==> src/hdl/smsp_map.svh <==
// Constants for the serial master/slave port: field positions, resets, bit count, FIFO depth, divider width
`ifndef SMSP_MAP_SVH
`define SMSP_MAP_SVH
`define SMSP_CTRL_RESET      8'h00
`define SMSP_CTL_IRQ_EN      7
`define SMSP_CTL_PORT_EN     6
`define SMSP_CTL_ORDER       5
`define SMSP_CTL_MASTER      4
`define SMSP_CTL_CPOL        3
`define SMSP_CTL_CPHA        2
`define SMSP_CTL_RATE_HI     1
`define SMSP_CTL_RATE_LO     0
`define SMSP_STAT_DONE       7
`define SMSP_STAT_WRITE_COLLISION_FLAG       6
`define SMSP_STAT_DOUBLE     0
`define SMSP_BITS            4'h8
`define SMSP_FIFO_DEPTH      8
`define SMSP_DIV_BITS        7
`endif

==> src/hdl/smsp_pkg.sv <==
// Types shared by the serial master/slave port
package smsp_pkg;
   typedef enum logic [1:0] {
      SMSP_IDLE,
      SMSP_SHIFT,
      SMSP_DONE
   } smsp_state_type;
endpackage

==> src/hdl/smsp_fifo.sv <==
// Flip-flop FIFO with valid/ready on both sides
`timescale 1ns/100ps
`default_nettype none
module smsp_fifo #(
   parameter int WIDTH = 8,
   parameter int DEPTH = 8
) (
   input  wire logic             clk,
   input  wire logic             rst_n,
   input  wire logic [WIDTH-1:0] in_data,
   input  wire logic             in_valid,
   output var  logic             in_ready,
   output var  logic [WIDTH-1:0] out_data,
   output var  logic             out_valid,
   input  wire logic             out_ready
);
   localparam int AW = $clog2(DEPTH);
   logic [WIDTH-1:0] mem_r [DEPTH];
   logic [AW-1:0]    wp_r;
   logic [AW-1:0]    rp_r;
   logic [AW:0]      cnt_r;
   wire              push = in_valid && in_ready;
   wire              pop  = out_valid && out_ready;

   assign in_ready  = (cnt_r != (AW+1)'(DEPTH));
   assign out_valid = (cnt_r != '0);
   assign out_data  = mem_r[rp_r];

   always_ff @(posedge clk) begin
      if (!rst_n) begin
         wp_r  <= '0;
         rp_r  <= '0;
         cnt_r <= '0;
      end else begin
         if (push) begin
            mem_r[wp_r] <= in_data;
            wp_r        <= (wp_r == AW'(DEPTH-1)) ? '0 : wp_r + AW'(1);
         end
         if (pop)
            rp_r <= (rp_r == AW'(DEPTH-1)) ? '0 : rp_r + AW'(1);
         if (push && !pop)
            cnt_r <= cnt_r + (AW+1)'(1);
         else if (pop && !push)
            cnt_r <= cnt_r - (AW+1)'(1);
      end
   end
endmodule // smsp_fifo
`default_nettype wire

==> src/hdl/smsp_port.sv <==
// Serial master/slave byte port with control, status and data ports
`timescale 1ns/100ps
`default_nettype none
`include "smsp_map.svh"
module smsp_port (
   input  wire logic       CLK,
   input  wire logic       RST_N,
   input  wire logic [7:0] CTRL_WDATA,
   input  wire logic       CTRL_WE,
   input  wire logic       DOUBLE_WDATA,
   input  wire logic       DOUBLE_WE,
   input  wire logic       STATUS_RD,
   input  wire logic [7:0] DATA_WDATA,
   input  wire logic       DATA_WE,
   input  wire logic       DATA_RD,
   input  wire logic       IRQ_ACK,
   input  wire logic       SS_IS_INPUT,
   output logic      [7:0] CTRL_Q,
   output logic      [7:0] STATUS_Q,
   output logic      [7:0] RX_DATA,
   output logic            IRQ,
   input  wire logic       SCK_I,
   output logic            SCK_O,
   output logic            SCK_OE,
   input  wire logic       MOSI_I,
   output logic            MOSI_O,
   output logic            MOSI_OE,
   input  wire logic       MISO_I,
   output logic            MISO_O,
   output logic            MISO_OE,
   input  wire logic       SS_N_I,
   input  wire logic       MOSI_DIR_OUT,
   input  wire logic       SCK_DIR_OUT,
   input  wire logic       MISO_DIR_OUT,
   output logic      [7:0] RX_STREAM,
   output logic            RX_VALID,
   input  wire logic       RX_READY
);
   // -----------------------------------------------------------------
   // Control and status
   // -----------------------------------------------------------------
   smsp_pkg::smsp_state_type state_r;
   logic [7:0] ctrl_r;
   logic       double_r;
   logic       done_r;
   logic       write_collision_flag_r;
   logic       armed_r;
   logic [7:0] shreg_r;
   logic [3:0] bitcnt_r;
   logic [6:0] div_r;
   logic       half_r;
   logic       sck_r;
   logic       sck_prev_r;
   logic       ss_prev_r;
   logic       mosi_o_r;
   logic       miso_o_r;

   wire en       = ctrl_r[`SMSP_CTL_PORT_EN];
   wire master   = ctrl_r[`SMSP_CTL_MASTER];
   wire cpol     = ctrl_r[`SMSP_CTL_CPOL];
   wire cpha     = ctrl_r[`SMSP_CTL_CPHA];
   wire lsb      = ctrl_r[`SMSP_CTL_ORDER];
   wire busy     = (state_r == smsp_pkg::SMSP_SHIFT);
   wire selected = en && !master && !SS_N_I;
   // Mode fault: another master selected us
   wire mode_flt = en && master && SS_IS_INPUT && !SS_N_I;

   // Half-period in CLK cycles minus one: divisor / 2 - 1
   logic [6:0] half_div;
   always_comb begin
      case ({ctrl_r[`SMSP_CTL_RATE_HI], ctrl_r[`SMSP_CTL_RATE_LO]})
         2'b00:   half_div = double_r ? 7'h00 : 7'h01;
         2'b01:   half_div = double_r ? 7'h03 : 7'h07;
         2'b10:   half_div = double_r ? 7'h0f : 7'h1f;
         default: half_div = double_r ? 7'h1f : 7'h3f;
      endcase
   end

   // -----------------------------------------------------------------
   // Edge classification
   // -----------------------------------------------------------------
   wire tick      = busy && master && (div_r == half_div);
   // Master: leading edge when half_r is 0
   wire m_lead    = tick && !half_r;
   wire m_trail   = tick && half_r;
   // Slave edges from the sampled external clock; needs SCK <= CLK/4
   wire s_rise    = selected && SCK_I && !sck_prev_r;
   wire s_fall    = selected && !SCK_I && sck_prev_r;
   wire s_lead    = cpol ? s_fall : s_rise;
   wire s_trail   = cpol ? s_rise : s_fall;
   wire lead      = master ? m_lead : s_lead;
   wire trail     = master ? m_trail : s_trail;
   wire sample_e  = cpha ? trail : lead;
   wire setup_e   = cpha ? lead : trail;
   wire in_bit    = master ? MISO_I : MOSI_I;
   wire out_bit   = lsb ? shreg_r[0] : shreg_r[7];
   wire last_bit  = sample_e && (bitcnt_r == `SMSP_BITS - 4'h1);
   wire [7:0] shifted = lsb ? {in_bit, shreg_r[7:1]} : {shreg_r[6:0], in_bit};
   // Byte handed over: the last bit may arrive in the finishing cycle itself
   wire [7:0] rx_byte = sample_e ? shifted : shreg_r;
   // Completion: master after final trailing edge, slave on last sample
   // Phase 1 samples its eighth bit on that same trailing edge
   wire [3:0] m_last  = cpha ? `SMSP_BITS - 4'h1 : `SMSP_BITS;
   wire m_finish  = master && busy && m_trail && (bitcnt_r == m_last);
   wire s_finish  = !master && last_bit;
   wire finish    = m_finish || s_finish;
   wire start_m   = en && master && DATA_WE && !busy && !mode_flt;
   wire data_acc  = DATA_WE || DATA_RD;
   wire clr_flags = armed_r && data_acc;

   // -----------------------------------------------------------------
   // Sequencer
   // -----------------------------------------------------------------
   always_ff @(posedge CLK) begin
      if (!RST_N) begin
         state_r    <= smsp_pkg::SMSP_IDLE;
         ctrl_r     <= `SMSP_CTRL_RESET;
         double_r   <= 1'b0;
         shreg_r    <= 8'h00;
         bitcnt_r   <= 4'h0;
         div_r      <= 7'h00;
         half_r     <= 1'b0;
         sck_r      <= 1'b0;
         sck_prev_r <= 1'b0;
         ss_prev_r  <= 1'b1;
      end else begin
         sck_prev_r <= SCK_I;
         ss_prev_r  <= SS_N_I;
         if (DOUBLE_WE)
            double_r <= DOUBLE_WDATA;
         if (CTRL_WE)
            ctrl_r <= CTRL_WDATA;
         else if (mode_flt)
            ctrl_r[`SMSP_CTL_MASTER] <= 1'b0;
         // Idle level follows polarity, also right after a byte
         if (!busy && sck_r != cpol)
            sck_r <= cpol;
         case (state_r)
            // Done lasts one cycle and may already take the next write
            smsp_pkg::SMSP_IDLE, smsp_pkg::SMSP_DONE: begin
               // Slave preload: held until selected and clocked
               if (DATA_WE)
                  shreg_r <= DATA_WDATA;
               bitcnt_r <= 4'h0;
               if (start_m) begin
                  state_r <= smsp_pkg::SMSP_SHIFT;
                  div_r   <= 7'h00;
                  half_r  <= 1'b0;
               end else if (selected && ss_prev_r) begin
                  state_r <= smsp_pkg::SMSP_SHIFT;
               end else begin
                  state_r <= smsp_pkg::SMSP_IDLE;
               end
            end
            smsp_pkg::SMSP_SHIFT: begin
               if (master) begin
                  div_r <= tick ? 7'h00 : div_r + 7'h01;
                  if (tick) begin
                     half_r <= !half_r;
                     sck_r  <= !sck_r;
                  end
               end
               if (sample_e) begin
                  shreg_r  <= shifted;
                  bitcnt_r <= bitcnt_r + 4'h1;
               end
               // Deselect drops partial byte, mode fault aborts master
               if ((!master && (SS_N_I || !en)) || (master && (mode_flt || !en)))
                  state_r <= smsp_pkg::SMSP_IDLE;
               else if (finish)
                  state_r <= smsp_pkg::SMSP_DONE;
            end
            default: state_r <= smsp_pkg::SMSP_IDLE;
         endcase
      end
   end

   // -----------------------------------------------------------------
   // Data lines
   // -----------------------------------------------------------------
   // Phase 0 needs the first bit out before the leading edge,
   // so an idle port shows the byte being written this very cycle
   wire [7:0] load_src  = (DATA_WE && !busy) ? DATA_WDATA : shreg_r;
   wire       first_bit = lsb ? load_src[0] : load_src[7];
   always_ff @(posedge CLK) begin
      if (!RST_N) begin
         mosi_o_r <= 1'b0;
         miso_o_r <= 1'b0;
      end else if (!busy) begin
         mosi_o_r <= first_bit;
         miso_o_r <= first_bit;
      end else if (setup_e) begin
         mosi_o_r <= out_bit;
         miso_o_r <= out_bit;
      end
   end

   // -----------------------------------------------------------------
   // Flags, receive buffer and pin directions
   // -----------------------------------------------------------------
   logic [7:0] rxbuf_r;
   always_ff @(posedge CLK) begin
      if (!RST_N) begin
         done_r  <= 1'b0;
         write_collision_flag_r  <= 1'b0;
         armed_r <= 1'b0;
         rxbuf_r <= 8'h00;
      end else begin
         if (STATUS_RD)
            armed_r <= done_r || write_collision_flag_r;
         else if (data_acc)
            armed_r <= 1'b0;
         // Set wins over the clear in the same cycle
         if (finish || mode_flt)
            done_r <= 1'b1;
         else if (clr_flags || IRQ_ACK)
            done_r <= 1'b0;
         if (DATA_WE && busy)
            write_collision_flag_r <= 1'b1;
         else if (clr_flags)
            write_collision_flag_r <= 1'b0;
         // Older unread byte is overwritten here
         if (finish)
            rxbuf_r <= rx_byte;
      end
   end

   logic irq_r;
   logic sck_oe_r;
   logic mosi_oe_r;
   logic miso_oe_r;
   always_ff @(posedge CLK) begin
      if (!RST_N) begin
         irq_r     <= 1'b0;
         sck_oe_r  <= 1'b0;
         mosi_oe_r <= 1'b0;
         miso_oe_r <= 1'b0;
      end else begin
         irq_r     <= done_r && ctrl_r[`SMSP_CTL_IRQ_EN];
         sck_oe_r  <= en && master && SCK_DIR_OUT;
         mosi_oe_r <= en && master && MOSI_DIR_OUT;
         miso_oe_r <= selected && MISO_DIR_OUT;
      end
   end

   // Received bytes also stream out through a small FIFO
   logic [7:0] fifo_q;
   logic       fifo_v;
   smsp_fifo #(.WIDTH(8), .DEPTH(`SMSP_FIFO_DEPTH)) u_fifo (
      .clk       (CLK),
      .rst_n     (RST_N),
      .in_data   (rx_byte),
      .in_valid  (finish),
      .in_ready  (),
      .out_data  (fifo_q),
      .out_valid (fifo_v),
      .out_ready (RX_READY && RX_VALID)
   );
   logic [7:0] rxs_r;
   logic       rxv_r;
   always_ff @(posedge CLK) begin
      if (!RST_N) begin
         rxv_r <= 1'b0;
         rxs_r <= 8'h00;
      end else begin
         rxv_r <= fifo_v && !(RX_READY && rxv_r);
         rxs_r <= fifo_q;
      end
   end

   assign CTRL_Q   = ctrl_r;
   assign STATUS_Q = {done_r, write_collision_flag_r, 5'h00, double_r};
   assign RX_DATA  = rxbuf_r;
   assign IRQ      = irq_r;
   assign SCK_O    = sck_r;
   assign SCK_OE   = sck_oe_r;
   assign MOSI_O   = mosi_o_r;
   assign MOSI_OE  = mosi_oe_r;
   assign MISO_O   = miso_o_r;
   assign MISO_OE  = miso_oe_r;
   assign RX_VALID = rxv_r;
   assign RX_STREAM = rxs_r;
endmodule // smsp_port
`default_nettype wire

==> config.mk <==
export PLATFORM = sky130hd
export DESIGN_NAME = smsp_port
export DESIGN_NICKNAME = d
export VERILOG_FILES = /design/src/hdl/smsp_pkg.sv /design/src/hdl/smsp_fifo.sv /design/src/hdl/smsp_port.sv
export VERILOG_INCLUDE_DIRS = /design/src /design/src/hdl
export SDC_FILE = /design/constraint.sdc
export NUM_CORES = 1
export LEC_CHECK = 0
export BUFFER_PORTS_ARGS = -buffer_cell sky130_fd_sc_hd__buf_2
export CAP_MARGIN = 10
export CELL_PAD_IN_SITES_DETAIL_PLACEMENT = 1
export CELL_PAD_IN_SITES_GLOBAL_PLACEMENT = 1
export CORE_ASPECT_RATIO = 1.75
export CORE_MARGIN = 5
export CORE_UTILIZATION = 42
export CTS_CLUSTER_SIZE = 24
export DETAILED_ROUTE_END_ITERATION = 12
export MAX_ROUTING_LAYER = met4
export PLACE_DENSITY = 0.86
export SLEW_MARGIN = 25
export SYNTH_ARGS = -nofsm -noshare
export SYNTH_HDL_FRONTEND = slang
export SYNTH_SLANG_ARGS = --single-unit
==> constraint.sdc <==
create_clock -name CLK -period 3.5 [get_ports CLK]
set_input_delay 0.7 -clock CLK [delete_from_list [all_inputs] [get_ports CLK]]
set_output_delay 0.7 -clock CLK [all_outputs]
set_load 0.01 [all_outputs]
Word level (Yosys, flattened, before mapping)
Memories as Yosys holds them, arrays and structs flattened. A register that Yosys moved wholly into a read port is not among the register bits.
Cells that the tools add are included.
{"block": "word_totals", "mem_bits_rw": 64, "input_bits": 34, "memories": 1, "output_inout_bits": 40, "regBits": 61}
{"block": "classes", "n_eq_ne": 18, "reduce_logical": 72, "n_addsub": 6, "n_mux": 56}
{"memory": "u_fifo.mem_r", "depth": 8, "width": 8, "read_ports": 1, "rd_ports_with_merged_regs": 1, "write_ports": 1, "line": "smsp_fifo.sv:18", "text": "logic [WIDTH-1:0] mem_r [DEPTH];"}
{"op": "logical AND 1 bit", "n": 37}
{"op": "2-to-1 mux 1 bit", "n": 32}
{"op": "2-to-1 mux 8 bit", "n": 4}
{"op": "2-to-1 mux 7 bit", "n": 3}
{"op": "one-hot mux 6 bit (3 select lines)", "n": 1}
{"op": "2-to-1 mux 4 bit", "n": 4}
{"op": "one-hot mux 8 bit (2 select lines)", "n": 1}
{"op": "one-hot mux 7 bit (2 select lines)", "n": 1}
{"op": "zero test 1 bit", "n": 13}
{"op": "nonzero test 2 bit", "n": 6}
{"op": "2-to-1 mux 3 bit", "n": 3}
{"op": "adder 4 x 1 -> 4 bit (second input constant)", "n": 2}
{"op": "logical OR 1 bit", "n": 8}
{"op": "one-hot mux 4 bit (2 select lines)", "n": 1}
{"op": "adder 7 x 1 -> 7 bit (second input constant)", "n": 1}
{"op": "equality test 7 bit", "n": 1}
{"op": "adder 3 x 1 -> 3 bit (second input constant)", "n": 2}
{"op": "equality test 3 bit (second input constant)", "n": 2}
{"op": "2-to-1 mux 6 bit", "n": 1}
{"op": "!= test 2 x 1 -> 1 bit (second input constant)", "n": 3}
{"op": "!= test 2 bit (second input constant)", "n": 3}
{"op": "2-to-1 mux 5 bit", "n": 1}
{"op": "equality test 2 x 1 -> 1 bit (second input constant)", "n": 2}
{"op": "equality test 2 bit (second input constant)", "n": 2}
{"op": "15 further kinds", "n": 18}

Longest topological paths before layout
{"block": "depth", "ltp_word": 16, "mapped_depth": 18, "ltp_nobuf": 17}

By module
A second synthesis with hierarchy kept.
{"block": "unflattened", "hier_cells": 507, "area_unflattened_um2": 6229.7}
{"module": "smsp_fifo", "instances": 1, "cells_per_inst": 169, "area_each_um2": 3149.3}
{"module": "smsp_port", "instances": 1, "cells_per_inst": 338, "area_each_um2": 3080.5}

Least setup slack after synthesis
OpenSTA, ideal clock, no wires.
{"block": "synth_timing", "path_kind": "reg-to-reg", "startpoint": "register ctrl_r[0], in the netlist CTRL_Q[0]", "endpoint": "register u_fifo.cnt_r[3]", "path_stages_with_launch": 18, "period_less_slack_ps": 3525, "required_time_ps": 3429, "n_path_buf": 1, "slack_ps": -25, "t_arrival_ps": 3454, "cell_sequence": "dfxtp_1 inv_1 ha_1 or4_1 a21oi_2 and3_1 buf_4 a32o_4 nand2_4 inv_1 ha_1 inv_1 ha_1 a21o_1 a21oi_1 xnor2_1 or3_1 a21oi_1"}
{"block": "synth_between", "elab_chain_cells": 14, "word_cells_on_any_way": 22, "classes_between": "eq/ne: 3; mux: 5; reduce/logical: 14"}
{"element": "start, declared", "line": "smsp_port.sv:43", "text": "logic [7:0] ctrl_r;"}
{"element": "start signal, assigned", "line": "smsp_port.sv:117", "text": "ctrl_r <= `SMSP_CTRL_RESET;"}
{"element": "equality test 2 bit, or another cell as far along", "line": "smsp_port.sv:71", "text": "case ({ctrl_r[`SMSP_CTL_RATE_HI], ctrl_r[`SMSP_CTL_RATE_LO]})"}
{"element": "one-hot mux 6 bit (3 select lines) *", "line": "smsp_port.sv:71"}
{"element": "equality test 7 bit *", "line": "smsp_port.sv:82", "text": "wire tick = busy && master && (div_r == half_div);"}
{"element": "logical AND 1 bit *", "line": "smsp_port.sv:82"}
{"element": "logical AND 1 bit, on equally long branches", "line": "smsp_port.sv:84, smsp_port.sv:85"}
{"element": "2-to-1 mux 1 bit, on equally long branches", "line": "smsp_port.sv:91, smsp_port.sv:92"}
{"element": "2-to-1 mux 1 bit", "line": "smsp_port.sv:93", "text": "wire sample_e = cpha ? trail : lead;"}
{"element": "logical AND 1 bit", "line": "smsp_port.sv:97", "text": "wire last_bit = sample_e && (bitcnt_r == `SMSP_BITS - 4'h1);"}
{"element": "logical AND 1 bit", "line": "smsp_port.sv:105", "text": "wire s_finish = !master && last_bit;"}
{"element": "logical OR 1 bit *", "line": "smsp_port.sv:106", "text": "wire finish = m_finish || s_finish;"}
{"element": "logical AND 1 bit *", "line": "smsp_fifo.sv:22", "text": "wire push = in_valid && in_ready;"}
{"element": "named net u_fifo.push", "line": "smsp_fifo.sv:22"}
{"element": "zero test 1 bit", "line": "smsp_fifo.sv:43", "text": "else if (pop && !push)"}
{"element": "logical AND 1 bit", "line": "smsp_fifo.sv:43"}
{"element": "nonzero test 2 bit (no source line)"}
{"element": "end signal, assigned", "line": "smsp_fifo.sv:42", "text": "cnt_r <= cnt_r + (AW+1)'(1);"}
{"element": "end signal, assigned", "line": "smsp_fifo.sv:44", "text": "cnt_r <= cnt_r - (AW+1)'(1);"}
{"element": "end, declared", "line": "smsp_fifo.sv:21", "text": "logic [AW:0] cnt_r;"}
Mark *: on every way through the listed nets, which the timed path passes. The rest lies on a longest branch.
A chain may end at the register's enable or synchronous reset.

Worst setup path in the final report
{"block": "layout_timing", "startpoint": "register ctrl_r[1], in the netlist CTRL_Q[1]", "endpoint": "register u_fifo.cnt_r[3]"}
The elaborated chain is that of the path after synthesis.

==> flow_summary.toml <==
[run_status]
status = "complete, but fails checks"
violations = "setup timing"

[synth]
ys_seq_area_share_pct = 55.2
synthFlopType = "sky130_fd_sc_hd__dfxtp_1"
yosys.area.top_type = "sky130_fd_sc_hd__edfxtp_1"
postSynthCellCount = 500
postSynthAreaPerCell_um2 = 12.0
synthTopCellsByCount = "sky130_fd_sc_hd__dfxtp_1 (69), sky130_fd_sc_hd__edfxtp_1 (64), sky130_fd_sc_hd__nor2_1 (49)"
post-synth-top-count-cell = "sky130_fd_sc_hd__dfxtp_1"
post_synth_num_cell_types = 64
synth_enable_flop_cells = 64
synth.cell_area_mm2 = 0.00599
synth_seq_cells = 133
yosys_warnings = 0
yosys-top-cells-area = "sky130_fd_sc_hd__edfxtp_1 (32%), sky130_fd_sc_hd__dfxtp_1 (23%), sky130_fd_sc_hd__mux2i_1 (6.5%)"
synth_largest_type_area_fraction_pct = 32.1
async_reset_ff_share_pct = 0

[worst_setup_path]
cp_slowest_cell = "sky130_fd_sc_hd__o31ai_1"
critPathMostFrequentCell = "sky130_fd_sc_hd__ha_4"
setup.worst_path.end_class = "register"
critPathLaunchType = "register"
setup.worst_path.class = "register to register"
critical_path_required_ns = 3.86
crit_path_cell_trace = "inv_2 -> ha_4 -> nor2b_1 -> o31ai_1 -> a21oi_4 -> and3_4 -> a32o_4 -> nand2_4 -> inv_4 -> ha_4 -> inv_2 -> ha_4 -> a21o_1 -> a21oi_2 -> xnor2_2 -> or3_1 -> a21oi_2"
critical-path-max-stage-delay_ns = 0.54
worst_ep_arrival_time_ns = 3.90
max_fanout_on_critical_path = 4

[clock_network]
cts.reportedPaths.clkPinSlew_ns = 0.07
cts_buffer_depth = 2
clockRootBuffer = "sky130_fd_sc_hd__clkbuf_16"
cts.sink_count = 133
tritoncts = "yes"
worst_skew_pair.late_latency_ns = 0.43
cts_bufs_inserted = 17
htree_num_levels = 4

[finish]
fraction_of_the_core_area_covered_by_cells_at_the_end_of_the_flow_pct = 52.2
finish.instance_area_mm2 = 0.00729
final_layout_size_suffix_gt1_share_pct = 30.6
antenna-diode-count = 0
fin_cells = 778
filler_cell_count = 1504
area.growth.synth_to_final_pct = 21.8
num-nets-final = 636

[placed_design]
numPlacedInstances = 739
place_hpwl_um = 11700
dpl_cell_area_mm2 = 0.00656
place_ws_ns = -0.142
port_buffers = 68
place.gp.congestion = 0.855

[timing]
finalSetupViolCount = 1
final.hold.worst_slack_ns = 0.493
timing_hold_violations_final = 0
timing.fmax_ghz = 0.282
layout_setup_ws_ns = -0.0407
slew_violations = 0
post-route-period-util_pct = 101
timing.slew.headroom_pct = 42.5
worst-slew-pin-transition_ns = 0.861
skew_ns = 0.0129
period_minus_slack_ns = 3.54

[detailed_routing]
wl_met1_um = 6040
detailedRoute.firstPassIterationCount = 5
met3_length_um = 537
drt_iter0_drc = 167
remaining_drc_errors = 0
highest-signal-layer = "met4"
routed-wl-met2_um = 9880
routed_via_density = 5.61
ant_nets = 0
wirelength_um = 17000
route.detailed.wl_per_inst_um = 21.9
dr_vias = 4361

[die]
floorplan.initialDensity_pct = 42.8
die_height_um = 168
area_enclosed_by_the_die_boundary_mm2 = 0.0168
row_count = 57
core_mm2 = 0.0140
floorplan.die.width_um = 100
io_pins = 74

[power_and_ir_drop]
ir_worst_vdd_uv = 383
cellPowerDensity_mw_per_mm2 = 500
power.static_leakage_uw = 0.00291

[global_routing]
grt_pass1_wl_um = 25900
grt_pass1_vias = 4782
antenna_found_initial = 0
groute.usage.overall_pct = 20.5
grt_total_ovfl = 0
largest_net_degree_at_the_start_of_global_routing = 23

[hold_path]
holdCritPathClass = "register to register"

[job]
max-cap-violations = 0
## repair_timing
item	in CTS	in global routing
setup buffers	3	4
hold buffers	0	0
setup endpoints to repair	1	1
cloned	0	0
pin swaps	3	9
resized for setup	6	19
## final timing paths
kind              start               to  slack (ns)  depth (start not counted)
max           CTRL_Q[1]  u_fifo.cnt_r[3]       -0.04                         17
min          RX_DATA[4]       RX_DATA[4]        0.49                          2
max reg2reg   CTRL_Q[1]  u_fifo.cnt_r[3]       -0.04                         17
min reg2reg  RX_DATA[4]       RX_DATA[4]        0.49                          2
## registers in the layout (all words and copies together) (netlist names), 2 cells and up
signal	flops
u_fifo.mem_r	64
CTRL_Q	8
RX_DATA	8
RX_STREAM	8
shreg_r	8
div_r	7
bitcnt_r	4
u_fifo.cnt_r	4
u_fifo.rp_r	3
u_fifo.wp_r	3
state_r	2
## through the flow
stage,power (µW),setup TNS [ns]
after floorplan,1830,0
after global placement,1890,0
after detailed placement,1900,-0.142
after CTS,3650,0
after global routing,3770,-0.142
final,3640,-0.0407
## report_power, final
group / internal, µW / switching (µW)
logic: 84.4 / 121
clock network: 1010 / 753
registers: 1650 / 25.7
## cells by family after synthesis
kind of cell | synth area share (%)
AOI/OAI and AO/OA | 7.75
xor gates and xnor gates | 1.90
adders and majority gates | 3.05
buffers and inverters | 4.39
DFF | 55.2
muxes | 14.8
other | 0.0626
and+or+nand+nor | 12.9
## critical path, delay by kind of cell, from the launching register on
family	cells	cell delay (ns)
AOI/OAI and AO/OA	6	1.43
xor gates and xnor gates	1	0.09
adders and majority gates	3	0.52
buffers and inverters	3	0.20
DFF	1	0.37
and+or+nand+nor	4	0.84
## placed cells by master (no fill, tap or decap), types with 4 or more instances in the layout
cell type	count
sky130_fd_sc_hd__nor3_1	10
sky130_fd_sc_hd__nor3b_1	9
sky130_fd_sc_hd__o21ai_0	19
sky130_fd_sc_hd__xor2_1	7
sky130_fd_sc_hd__nor2_1	48
sky130_fd_sc_hd__a311oi_1	5
sky130_fd_sc_hd__nand3_1	9
sky130_fd_sc_hd__mux4_2	17
sky130_fd_sc_hd__nand2_1	25
sky130_fd_sc_hd__xnor2_1	5
sky130_fd_sc_hd__a21oi_1	15
sky130_fd_sc_hd__inv_1	18
sky130_fd_sc_hd__ha_4	4
sky130_fd_sc_hd__buf_4	30
sky130_fd_sc_hd__ha_1	7
sky130_fd_sc_hd__nand3b_1	5
sky130_fd_sc_hd__mux2_2	10
sky130_fd_sc_hd__edfxtp_1	64
sky130_fd_sc_hd__o22ai_1	7
sky130_fd_sc_hd__nand2b_1	6
sky130_fd_sc_hd__nor2b_1	8
sky130_fd_sc_hd__clkbuf_16	17
sky130_fd_sc_hd__mux2i_1	39
sky130_fd_sc_hd__buf_2	68
sky130_fd_sc_hd__conb_1	5
sky130_fd_sc_hd__dfxtp_1	67
sky130_fd_sc_hd__inv_6	7
## area by class of cell
cell class	count	area, µm²	share of cell area [%]
Sequential cell	133	3310	45.4
Multi-Input combinational cell	316	2530	34.6
Timing Repair Buffer	98	566	7.75
Clock buffer	17	425	5.83
Tap cell	177	221	3.04
Clock inverter	15	156	2.14
Inverter	22	87.6	1.20
## layer usage
| metal | vias to the layer above | GRT usage [%] |
|---|---|---|
| li1 | 1999 | - |
| met1 | 2222 | 20.1 |
| met2 | 94 | 38.2 |
| met3 | 46 | 4.51 |
| met4 | 0 | 8.21 |
| met5 | - | - |
No activity file was read; power rests on OpenSTA's default activity.
